$ cat src/common/igp_pkg.sv
/*
  Shared constants and types for the inverter gate controller: clock rate,
  switching time limits of the power module, their cycle counts, and state types.
  Assumes a single 250 MHz clock drives every module that imports it.
*/
package igp_pkg;

  // ----------------------------------------------------------------------
  // Clock and timing limits of the power module
  // ----------------------------------------------------------------------
  localparam int CLK_PERIOD_PS        = 4000;
  localparam int SHOOT_THROUGH_GAP_NS = 2000;  // 2.0 us between opposite switches.
  localparam int MIN_ON_WIDTH_NS      = 1000;  // 1.0 us shortest on-pulse.
  localparam int MIN_OFF_WIDTH_NS     = 2000;  // 2.0 us shortest off-interval.

  // Least times round up to whole cycles and never fall below one cycle.
  function automatic int ns_to_cyc_ceil(input int ns);
    int c;
    c = (ns * 1000 + CLK_PERIOD_PS - 1) / CLK_PERIOD_PS;
    return (c < 1) ? 1 : c;
  endfunction

  localparam int GAP_CYC  = ns_to_cyc_ceil(SHOOT_THROUGH_GAP_NS);
  localparam int ON_CYC   = ns_to_cyc_ceil(MIN_ON_WIDTH_NS);
  localparam int OFF_CYC  = ns_to_cyc_ceil(MIN_OFF_WIDTH_NS);
  localparam int IDLE_CYC = (GAP_CYC > OFF_CYC) ? GAP_CYC : OFF_CYC;

  // ----------------------------------------------------------------------
  // Counter widths and typed limits
  // ----------------------------------------------------------------------
  localparam int NUM_PHASES = 3;
  localparam int CNT_W      = 10;
  localparam int WID_W      = 20;

  typedef logic [CNT_W-1:0] igp_cnt_t;
  typedef logic [WID_W-1:0] igp_wid_t;

  localparam igp_cnt_t IDLE_CNT = igp_cnt_t'(IDLE_CYC);
  localparam igp_cnt_t ON_CNT   = igp_cnt_t'(ON_CYC);
  localparam igp_cnt_t CNT_ONE  = 10'h001;
  localparam igp_cnt_t CNT_MAX  = 10'h3FF;
  localparam igp_cnt_t CNT_ZERO = 10'h000;
  localparam igp_wid_t WID_ONE  = 20'h00001;
  localparam igp_wid_t WID_MAX  = 20'hFFFFF;
  localparam igp_wid_t WID_ZERO = 20'h00000;

  // ----------------------------------------------------------------------
  // State types
  // ----------------------------------------------------------------------
  typedef enum logic [1:0] {LEG_IDLE, LEG_HIGH, LEG_LOW} igp_leg_state_t;
  typedef enum logic {CTL_RUN, CTL_TRIP} igp_ctl_state_t;

endpackage

$ cat src/core/igp_leg.sv
/*
  One inverter phase leg: turns the requested high or low gate command into
  gate drive that keeps the blocking gap, the shortest off width and, until a disable, the shortest on width, and
  needs a fresh low-to-high command after every disable.
  Assumes commands are synchronous to clk and enable comes from the controller.
*/
`timescale 1ns/10ps
module igp_leg (
  input  wire logic clk,
  input  wire logic rstn,
  input  wire logic enable,
  input  wire logic cmd_high,
  input  wire logic cmd_low,
  output logic      gate_high,
  output logic      gate_low
);
  import igp_pkg::*;

  typedef struct packed {
    igp_leg_state_t st;
    igp_cnt_t       cnt;
    logic           arm_h;
    logic           arm_l;
    logic           gh;
    logic           gl;
  } igp_leg_reg_t;

  igp_leg_reg_t leg_q;
  igp_leg_reg_t leg_d;

  // ----------------------------------------------------------------------
  // Next state
  // ----------------------------------------------------------------------
  // The disable path ignores the shortest on-width: a protection stop must win.
  always_comb begin
    leg_d = leg_q;
    leg_d.cnt = (leg_q.cnt == CNT_MAX) ? leg_q.cnt : leg_q.cnt + CNT_ONE;
    // Each input re-arms only after it has been seen low while enabled.
    if (!enable) begin
      leg_d.arm_h = 1'b0;
      leg_d.arm_l = 1'b0;
    end else begin
      if (!cmd_high) leg_d.arm_h = 1'b1;
      if (!cmd_low) leg_d.arm_l = 1'b1;
    end
    case (leg_q.st)
      LEG_IDLE: begin
        if (enable && leg_q.cnt >= IDLE_CNT) begin
          if (cmd_high && !cmd_low && leg_q.arm_h) begin
            leg_d.st  = LEG_HIGH;
            leg_d.cnt = CNT_ZERO;
          end else if (cmd_low && !cmd_high && leg_q.arm_l) begin
            leg_d.st  = LEG_LOW;
            leg_d.cnt = CNT_ZERO;
          end
        end
      end
      LEG_HIGH: begin
        if (!enable || (!cmd_high && leg_q.cnt >= ON_CNT)) begin
          leg_d.st  = LEG_IDLE;
          leg_d.cnt = CNT_ZERO;
        end
      end
      LEG_LOW: begin
        if (!enable || (!cmd_low && leg_q.cnt >= ON_CNT)) begin
          leg_d.st  = LEG_IDLE;
          leg_d.cnt = CNT_ZERO;
        end
      end
      default: begin
        leg_d.st  = LEG_IDLE;
        leg_d.cnt = CNT_ZERO;
      end
    endcase
    leg_d.gh = (leg_d.st == LEG_HIGH);
    leg_d.gl = (leg_d.st == LEG_LOW);
  end

  // ----------------------------------------------------------------------
  // State register
  // ----------------------------------------------------------------------
  // Counter starts at zero so the first turn-on also waits a full gap.
  always_ff @(posedge clk or negedge rstn) begin
    if (!rstn) begin
      leg_q <= '{st: LEG_IDLE, cnt: CNT_ZERO, arm_h: 1'b0, arm_l: 1'b0, gh: 1'b0, gl: 1'b0};
    end else begin
      leg_q <= leg_d;
    end
  end

  assign gate_high = leg_q.gh;
  assign gate_low  = leg_q.gl;

  // ----------------------------------------------------------------------
  // Checks
  // ----------------------------------------------------------------------
  int off_run_q;
  int on_run_q;
  localparam int IDLE_CYC_L = IDLE_CYC;
  localparam int ON_CYC_L   = ON_CYC;

  // Independent run-length counters of the pins, read only by the checks.
  always_ff @(posedge clk or negedge rstn) begin
    if (!rstn) begin
      off_run_q <= 0;
      on_run_q  <= 0;
    end else begin
      off_run_q <= (gate_high || gate_low) ? 0 : ((off_run_q > 4000) ? off_run_q : off_run_q + 1);
      on_run_q  <= (gate_high || gate_low) ? ((on_run_q > 4000) ? on_run_q : on_run_q + 1) : 0;
    end
  end
endmodule

$ cat src/core/igp_ctrl.sv
/*
  Host-side gate controller for a three-phase inverter power module. It drives
  the six high-active gate inputs, feeds the short-circuit sense input from
  three shunt comparators, watches the open-drain fault line, and stops all
  switching on a fault or on the host's own thermal limit.
  Assumes the fault line has an external pull-up, all inputs are synchronous
  to clk, and the module's own protection acts on its pins as described below.
  Limitation: the host cannot see a bootstrap supply dip, so a high side may
  stay commanded while the module holds it off; the width output is the only
  way to tell a short trip from a long undervoltage dip.
*/
// Behaviour
// Module forces all low sides off on short.
// Module holds fault line for capacitor-set width.
// After short, low side needs new rising edge.
// Module blocks low sides on supply undervoltage.
// Undervoltage fault lasts while supply stays low.
// After supply recovery, low side needs rising edge.
// Boot undervoltage blocks one high side, silently.
// After boot recovery, high side needs rising edge.
// Keep both leg inputs off for blocking gap.
// Never issue on-pulses shorter than 1.0 us; a disable still cuts an on-pulse short.
// Keep off-intervals at least 2.0 us long.
// Fault line is open drain; pull-up outside.
// OR shunt comparators into sense input quickly.
// Fault never flags heat; host stops itself.
// Each input re-arms on fresh edge after trip.
`timescale 1ns/10ps
module igp_ctrl (
  input  wire logic                           clk,
  input  wire logic                           rstn,
  input  wire logic                           run_en,
  input  wire logic [igp_pkg::NUM_PHASES-1:0] cmd_high,
  input  wire logic [igp_pkg::NUM_PHASES-1:0] cmd_low,
  input  wire logic [igp_pkg::NUM_PHASES-1:0] shunt_trip,
  input  wire logic                           over_temp,
  input  wire logic                           fault_out_n,
  output logic                                phase_a_high_in,
  output logic                                phase_b_high_in,
  output logic                                phase_c_high_in,
  output logic                                phase_a_low_in,
  output logic                                phase_b_low_in,
  output logic                                phase_c_low_in,
  output logic                                short_sense_in,
  output logic                                tripped,
  output logic                                fault_active,
  output igp_pkg::igp_wid_t                   fault_pulse_width
);
  import igp_pkg::*;

  typedef struct packed {
    igp_ctl_state_t st;
    logic           sense;
    logic           fault;
    igp_wid_t       wcnt;
    igp_wid_t       wlast;
  } igp_ctl_reg_t;

  igp_ctl_reg_t ctl_q;
  igp_ctl_reg_t ctl_d;

  logic                  leg_en;
  logic [NUM_PHASES-1:0] gate_high;
  logic [NUM_PHASES-1:0] gate_low;

  // ----------------------------------------------------------------------
  // Leg enable
  // ----------------------------------------------------------------------
  // The raw fault pin gates the legs directly so the stop costs one cycle,
  // not two; the pin is taken as synchronous, so no metastability path.
  assign leg_en = run_en && (ctl_q.st == CTL_RUN) && fault_out_n && !over_temp;

  // ----------------------------------------------------------------------
  // Next state
  // ----------------------------------------------------------------------
  always_comb begin
    ctl_d = ctl_q;
    // Registered OR of the shunt comparators; one cycle keeps well under 2 us.
    ctl_d.sense = |shunt_trip;
    ctl_d.fault = !fault_out_n;
    case (ctl_q.st)
      CTL_RUN: begin
        // A low fault line means short or low-side undervoltage inside.
        if (!fault_out_n || over_temp || ctl_q.sense) begin
          ctl_d.st = CTL_TRIP;
        end
      end
      CTL_TRIP: begin
        // Stay stopped while the module stretches its fault pulse.
        if (fault_out_n && !over_temp && !ctl_q.sense) begin
          ctl_d.st = CTL_RUN;
        end
      end
      default: begin
        ctl_d.st = CTL_TRIP;
      end
    endcase
    // Measure each fault pulse; the width tells short trips from undervoltage.
    if (!fault_out_n) begin
      ctl_d.wcnt = (ctl_q.wcnt == WID_MAX) ? ctl_q.wcnt : ctl_q.wcnt + WID_ONE;
    end else if (ctl_q.fault) begin
      ctl_d.wlast = ctl_q.wcnt;
      ctl_d.wcnt  = WID_ZERO;
    end
  end

  // ----------------------------------------------------------------------
  // State register
  // ----------------------------------------------------------------------
  // Reset lands in the tripped state so switching starts only once the
  // fault line is seen released after power-up.
  always_ff @(posedge clk or negedge rstn) begin
    if (!rstn) begin
      ctl_q <= '{st: CTL_TRIP, sense: 1'b0, fault: 1'b0, wcnt: WID_ZERO, wlast: WID_ZERO};
    end else begin
      ctl_q <= ctl_d;
    end
  end

  // ----------------------------------------------------------------------
  // Phase legs
  // ----------------------------------------------------------------------
  // Boot supply faults are invisible here; the fresh-edge re-arm in each leg
  // acts only after a disable, so it gives no fresh edge after the module recovers on its own.
  genvar p;
  generate
    for (p = 0; p < NUM_PHASES; p++) begin : g_leg
      igp_leg u_leg (
        .clk       (clk),
        .rstn      (rstn),
        .enable    (leg_en),
        .cmd_high  (cmd_high[p]),
        .cmd_low   (cmd_low[p]),
        .gate_high (gate_high[p]),
        .gate_low  (gate_low[p])
      );
    end
  endgenerate

  // ----------------------------------------------------------------------
  // Outputs
  // ----------------------------------------------------------------------
  // Gate pins come straight from leg flip-flops, so no glitch reaches the
  // module even while the next-state logic settles.
  assign phase_a_high_in   = gate_high[0];
  assign phase_b_high_in   = gate_high[1];
  assign phase_c_high_in   = gate_high[2];
  assign phase_a_low_in    = gate_low[0];
  assign phase_b_low_in    = gate_low[1];
  assign phase_c_low_in    = gate_low[2];
  assign short_sense_in    = ctl_q.sense;
  assign tripped           = (ctl_q.st == CTL_TRIP);
  assign fault_active      = ctl_q.fault;
  assign fault_pulse_width = ctl_q.wlast;
endmodule

$ cat config.mk
export PLATFORM = sky130hd
export DESIGN_NAME = igp_ctrl
export DESIGN_NICKNAME = d
export VERILOG_FILES = /design/src/common/igp_pkg.sv /design/src/core/igp_leg.sv /design/src/core/igp_ctrl.sv
export SDC_FILE = /design/constraint.sdc
export NUM_CORES = 1
export LEC_CHECK = 0
export BUFFER_PORTS_ARGS = -buffer_cell sky130_fd_sc_hd__buf_2
export CAP_MARGIN = 40
export CORE_MARGIN = 2
export CORE_UTILIZATION = 54
export DETAILED_ROUTE_END_ITERATION = 10
export GPL_TIMING_DRIVEN = 0
export PLACE_DENSITY = 0.81
export SLEW_MARGIN = 20
export SYNTH_ARGS = -nofsm -noshare
export SYNTH_HDL_FRONTEND = slang
export SYNTH_SLANG_ARGS = --single-unit
$ cat constraint.sdc
create_clock -name clk -period 2 [get_ports clk]
set_input_delay 0.3 -clock clk [delete_from_list [all_inputs] [get_ports clk]]
set_output_delay 0.3 -clock clk [all_outputs]
set_load 0.02 [all_outputs]
==> flow_metrics.env, run 1 <==
export IMPL_cts_root_buf="clkbuf_8"
export IMPL_cp_arrival_ps=2240
export IMPL_drv_slew=0
export IMPL_via_per_inst=5.85
export IMPL_grt_pass1_wl_mm=16.7
export IMPL_hpwl_mm=6.60
export IMPL_core_area_um2=8590
export IMPL_wire_per_inst_um=15.3
export IMPL_wl_met2_mm=4.75
export IMPL_fin_crit_sh=0.978
export IMPL_finalSetupViolCount=0
export IMPL_dr_wl_met3_um=487
export IMPL_drt_wl_total_mm=9.91
export IMPL_syn_instance_count=471
export IMPL_drc=0
export IMPL_finClkSkew_ps=11.9
export IMPL_top_level_ports=43
export IMPL_grt_start_max_net_pins=48
export IMPL_placementRows=34
export IMPL_slew_headroom=0.619
export IMPL_synth_edf_count=0
export IMPL_start_kind="flip-flop"
export IMPL_nNetsFinal=558
export IMPL_syn_avg_cell_area_um2=10.0
export IMPL_min_delay_start="shunt_trip[2]"
export IMPL_fillCellCount=704
export IMPL_wl_met1_mm=4.50
export IMPL_dp_cells=621
export IMPL_ys_seq_area_frac=0.484
export IMPL_dr_pass1_iters=5
export IMPL_h_tree_depth=3
export IMPL_place_ws_ps=-81.5
export IMPL_initial_core_util=0.548
export IMPL_syn_num_nets=492
export IMPL_clk_path_buf_depth=2
export IMPL_max_cap_violations=0
export IMPL_ys_flop_type="dfrtp_1"
export IMPL_numCtsBuffers=9
export IMPL_gr_total_overflow=0
export IMPL_rrSetupSlack_ps=40
export IMPL_end_kind="flip-flop"
export IMPL_synth_seq_cells=91
export IMPL_ant_nets=0
export IMPL_diodes=0
export IMPL_yosys_cell_types_count=60
export IMPL_finalNonFillerCells=650
export IMPL_clk_pin_slew_ps=90
export IMPL_vias=3803
export IMPL_drtIter0Drc=270
export IMPL_maxUsedRoutingLayer="met4"
export IMPL_vdd_drop_max_uv=446
export IMPL_area_growth_pct=17.1
export IMPL_power_leakage_nw=2.51
export IMPL_reg2regPathDepth=7
export IMPL_gp_congestion=0.904
export IMPL_insertion_delay_ps=370
export IMPL_status="complete, no violations"
export IMPL_fin_tns_setup_ps=0
export IMPL_drive_above_1_share=0.279
export IMPL_timing_rr_start="g_leg[0].u_leg.leg_q[5]"
export IMPL_final_setup_worst_slack_ps=43.8
export IMPL_fmax_ghz=0.511
export IMPL_antenna_found_initial=0
export IMPL_first_global_vias=3619
export IMPL_rsz0062_at_grt="yes"
export IMPL_async_flop_share=1.00
export IMPL_hold_path_depth=2
export IMPL_grt_total_usage=0.213
export IMPL_hold_viol_final=0
export IMPL_crit_required_ps=2280
export IMPL_critPathKind="reg -> reg"
export IMPL_die_area_um2=9480
export IMPL_cp_max_fo=5
export IMPL_die_h_um=97.4
export IMPL_worstHoldEndpoint="short_sense_in"
export IMPL_cts_tree="built"
export IMPL_synth_cell_area_um2=4710
export IMPL_timing_rr_end="g_leg[0].u_leg.leg_q[5]"
export IMPL_tightestPinTransition_ps=572
export IMPL_cts_sinks=91
export IMPL_ys_warnings_count=0
export IMPL_p_per_area_nw_per_um2=872
export IMPL_period_minus_slack_ps=1960
export IMPL_portBuffers=41
export IMPL_die_w_um=97.4
export IMPL_hold_path_class="in -> reg"
==> cell usage after synthesis (2+ instances only) <==
cell type / n / area share
o21bai_1: 5 / 0.0080
nor4_1: 2 / 0.0027
nor3b_1: 7 / 0.011
clkbuf_1: 9 / 0.0072
nor2_1: 42 / 0.033
a21oi_2: 2 / 0.0037
o21ai_1: 13 / 0.014
xnor2_1: 8 / 0.015
buf_6: 2 / 0.0048
nand4bb_1: 2 / 0.0048
nand3_1: 25 / 0.027
o31a_1: 2 / 0.0037
nand2_1: 37 / 0.029
o22ai_1: 4 / 0.0053
or3_1: 8 / 0.011
inv_1: 19 / 0.015
nor3_1: 9 / 0.0096
o311ai_1: 3 / 0.0056
and3_1: 7 / 0.0093
and4_1: 6 / 0.011
a31oi_1: 7 / 0.0093
a211oi_2: 2 / 0.0053
o31ai_1: 4 / 0.0064
xor2_1: 8 / 0.015
ha_1: 7 / 0.019
nor3_2: 4 / 0.0085
o41ai_1: 5 / 0.0093
a211oi_1: 4 / 0.0064
mux2i_1: 5 / 0.011
a21oi_1: 18 / 0.019
dfrtp_1: 90 / 0.48
buf_2: 5 / 0.0053
nand4_1: 15 / 0.020
buf_4: 22 / 0.035
a21boi_0: 2 / 0.0032
o21ai_0: 14 / 0.015
o211ai_1: 4 / 0.0064
mux2_2: 18 / 0.043
nand3b_1: 4 / 0.0064
==> final cells by class <==
class | count | area, µm² | area share
plain buffers | 38 | 255 | 0.0463
clock buffers | 10 | 128 | 0.0231
clock inverters | 6 | 72.6 | 0.0132
inverters | 19 | 71.3 | 0.0129
multi-input cells | 322 | 2200 | 0.398
flip-flops and latches | 91 | 2280 | 0.414
well taps | 108 | 135 | 0.0245
repair buffers | 56 | 377 | 0.0683
==> layout by cell type, fill, tap and decap left out, types with 8 or more instances in the layout <==
master / n
a21oi_1: 17
buf_2: 45
buf_4: 32
clkbuf_1: 8
clkbuf_8: 9
dfrtp_1: 88
inv_1: 19
mux2_2: 18
nand2_1: 36
nand3_1: 23
nand4_1: 15
nor2_1: 42
nor3_1: 8
o21ai_0: 14
o21ai_1: 11
xnor2_1: 8
xor2_1: 8
==> worst max-delay path by stage <==
stage,start,to,slack [ps]
after floorplan,g_leg[0].u_leg.leg_q[4],g_leg[0].u_leg.leg_q[13],150
after detailed placement,g_leg[0].u_leg.leg_q[4],g_leg[0].u_leg.leg_q[13],-80
after CTS,g_leg[2].u_leg.leg_q[4],g_leg[2].u_leg.leg_q[9],10
after global placement,rstn,g_leg[2].u_leg.leg_q[6],-140
final,g_leg[0].u_leg.leg_q[5],g_leg[0].u_leg.leg_q[5],40
after global routing,g_leg[0].u_leg.leg_q[5],g_leg[0].u_leg.leg_q[5],-40
==> worst max-delay path, cell delays in order (launching register included) <==
cell and delay, ps:
dfrtp_1 430, ha_2 190, or3_4 330, a311oi_4 340
o21ai_2 120, and3_4 200, buf_8 130, a211oi_2 130
==> metrics by stage <==
stage / instance area, µm² / hold slack (ps) / power (mW) / util
after global routing: 5520 / 119 / 5.09 / 0.642
after CTS: 5310 / 108 / 4.73 / 0.618
after floorplan: 4710 / 4.41 / 3.12 / -
after global placement: 5050 / 469 / 3.35 / 0.588
after detailed placement: 5080 / 339 / 3.42 / 0.591
final: 5520 / 120 / 4.81 / 0.642
==> registers in the layout (all words and copies together) (netlist names) <==
register / cells
ctl_q: 20
fault_active: 1
fault_pulse_width: 20
g_leg.u_leg.gate_high: 3
g_leg.u_leg.gate_low: 3
g_leg.u_leg.leg_q: 42
short_sense_in: 1
tripped: 1
==> metal layers <==
| layer | global-route usage | vias to the layer above |
|---|---|---|
| li1 | - | 1817 |
| met1 | 0.301 | 1852 |
| met2 | 0.328 | 119 |
| met3 | 0.0432 | 15 |
| met4 | 0.0791 | 0 |
| met5 | 0 | - |
==> kinds of logic after synthesis <==
kind of cell	after synthesis	share of synthesized area
AND/OR/NAND/NOR	178	0.205
AO/OA/AOI/OAI	98	0.141
flip-flops	91	0.484
buffers and inverters	58	0.0683
multiplexers	23	0.0537
XOR/XNOR	16	0.0298
adder cells (fa/ha/maj)	7	0.0186
==> power by group <==
group	switching [mW]	internal (mW)	total, mW
clock network	0.704	0.597	1.30
logic	0.708	0.513	1.22
registers	0.223	2.06	2.29
==> what timing repair did <==
item	CTS	global route
resized for setup	2	21
gates cloned	0	1
hold buffers	1	0
setup endpoints to repair	21	44
pin swaps	3	7
hold endpoints to repair	44	0
setup buffers	2	10
No activity file was read; power rests on OpenSTA's default activity.
==> run 2, diff against run 1 <==
==> constraint.sdc (replaced) <==
create_clock -name clk -period 2 [get_ports clk]
set_input_delay 0.4 -clock clk [delete_from_list [all_inputs] [get_ports clk]]
set_output_delay 0.4 -clock clk [all_outputs]
set_load 0.02 [all_outputs]
==> flow_metrics.env, run 2 (synthesis gave the netlist of run 1 again) <==
export IMPL_die_h_um=97.4
export IMPL_wire_per_inst_um=15.3
export IMPL_gr_total_overflow=0
export IMPL_vdd_drop_max_uv=446
export IMPL_drv_slew=0
export IMPL_portBuffers=41
export IMPL_critPathKind="reg -> reg"
export IMPL_cp_arrival_ps=2240
export IMPL_total_power_mw=4.81
export IMPL_first_global_vias=3619
export IMPL_startpoint="g_leg[0].u_leg.leg_q[5]"
export IMPL_drive_above_1_share=0.279
export IMPL_power_leakage_nw=2.50
export IMPL_diodes=0
export IMPL_cts_sinks=91
export IMPL_ant_nets=0
export IMPL_die_area_um2=9480
export IMPL_via_per_inst=5.84
export IMPL_finalSetupViolCount=0
export IMPL_start_kind="flip-flop"
export IMPL_final_cell_mix="88 x dfrtp_1, 45 x buf_2, 42 x nor2_1, 36 x nand2_1, 32 x buf_4"
export IMPL_area_growth_pct=16.9
export IMPL_fin_crit_sh=0.979
export IMPL_rsz0062_at_grt="yes"
export IMPL_initial_core_util=0.548
export IMPL_reg2regPathDepth=7
export IMPL_hpwl_mm=6.60
export IMPL_vias=3787
export IMPL_hold_buffers=0
export IMPL_cp_max_fo=5
export IMPL_gp_congestion=0.904
export IMPL_drtIter0Drc=264
export IMPL_hold_viol_final=0
export IMPL_dr_pass1_iters=5
export IMPL_fillCellCount=702
export IMPL_timing_rr_end="g_leg[0].u_leg.leg_q[5]"
export IMPL_fin_worst_hold_slack_ps=14.6
export IMPL_end_kind="flip-flop"
export IMPL_tightestPinTransition_ps=572
export IMPL_grt_total_usage=0.213
export IMPL_crit_required_ps=2280
export IMPL_numCtsBuffers=9
export IMPL_final_common_cell="dfrtp_1"
export IMPL_status="complete, no violations"
export IMPL_drt_wl_total_mm=9.92
export IMPL_p_per_area_nw_per_um2=873
export IMPL_largest_reg_flops=42
export IMPL_final_setup_worst_slack_ps=42.8
export IMPL_clk_path_buf_depth=2
export IMPL_h_tree_depth=3
export IMPL_top_level_ports=43
export IMPL_drc=0
export IMPL_cts_root_buf="clkbuf_8"
export IMPL_core_area_um2=8590
export IMPL_timing_rr_start="g_leg[0].u_leg.leg_q[5]"
export IMPL_fmax_ghz=0.511
export IMPL_nNetsFinal=557
export IMPL_cts_tree="built"
export IMPL_slew_headroom=0.619
export IMPL_placementRows=34
export IMPL_grt_pass1_wl_mm=16.7
export IMPL_finClkSkew_ps=13.7
export IMPL_rrSetupSlack_ps=40
export IMPL_antenna_found_initial=0
export IMPL_top_register="g_leg.u_leg.leg_q"
export IMPL_hold_path_class="in -> async"
export IMPL_period_minus_slack_ps=1960
export IMPL_insertion_delay_ps=370
export IMPL_clk_pin_slew_ps=90
export IMPL_place_ws_ps=-81.5
export IMPL_max_cap_violations=0
export IMPL_grt_start_max_net_pins=48
export IMPL_die_w_um=97.4
## run 2: cell types whose count changed in the layout (fill, tap and decap cells not counted)
cell,previous run,this run
dlygate4sd3_1,1,0
## run 2: how the worst max path moves through the flow
| stage | end | slack [ps] |
|---|---|---|
| finish | g_leg[0].u_leg.leg_q[5] | 40 |
| global route | g_leg[0].u_leg.leg_q[5] | -40 |
| CTS | g_leg[2].u_leg.leg_q[9] | 10 |
| detailed placement | g_leg[0].u_leg.leg_q[13] | -80 |
| global placement | g_leg[2].u_leg.leg_q[6] | -240 |
| floorplan | g_leg[0].u_leg.leg_q[13] | 150 |
## run 2: area by class of cell
| cell class | count | area, µm² | share of cell area |
|---|---|---|---|
| repair buffers | 55 | 367 | 0.0666 |
| clock inverters | 6 | 72.6 | 0.0132 |
| inverters | 19 | 71.3 | 0.0130 |
| plain buffers | 38 | 255 | 0.0464 |
| multi-input cells | 322 | 2200 | 0.399 |
| flip-flops and latches | 91 | 2280 | 0.414 |
| clock buffers | 10 | 128 | 0.0232 |
| well taps | 108 | 135 | 0.0245 |
## run 2: worst max-delay path, stage by stage (launching register included)
cell	delay [ps]
dfrtp_1	430
ha_2	190
or3_4	330
a311oi_4	340
o21ai_2	120
and3_4	200
buf_8	130
a211oi_2	130
## run 2: layer usage
metal | up-vias | GRT usage | part of all wire
met3 | 11 | 0.0439 | 0.044
met2 | 105 | 0.328 | 0.48
met5 | - | 0 | 0
li1 | 1814 | - | -
met1 | 1857 | 0.300 | 0.46
met4 | 0 | 0.0791 | 0.016
## run 2: timing repair
action,4_1_cts,5_1_grt
resized for setup,2,21
setup buffers,2,10
pin swaps,3,7
endpoints found under the setup margin,21,44
gates cloned,0,1
## run 2: power by group
part	switching (mW)	leakage, nW	internal, mW
clock network	0.703	0.103	0.597
registers	0.223	1.18	2.06
logic	0.707	1.22	0.512
total	1.63	2.50	3.17
## run 2: per-stage QoR
step / cells / TNS (ps) / util / area (µm²)
after floorplan: 471 / 0 / - / 4710
after global placement: 620 / -21310 / 0.588 / 5050
after detailed placement: 621 / -444 / 0.591 / 5080
after CTS: 639 / 0 / 0.617 / 5300
after global routing: 649 / -93.3 / 0.641 / 5510
final: 649 / 0 / 0.641 / 5510
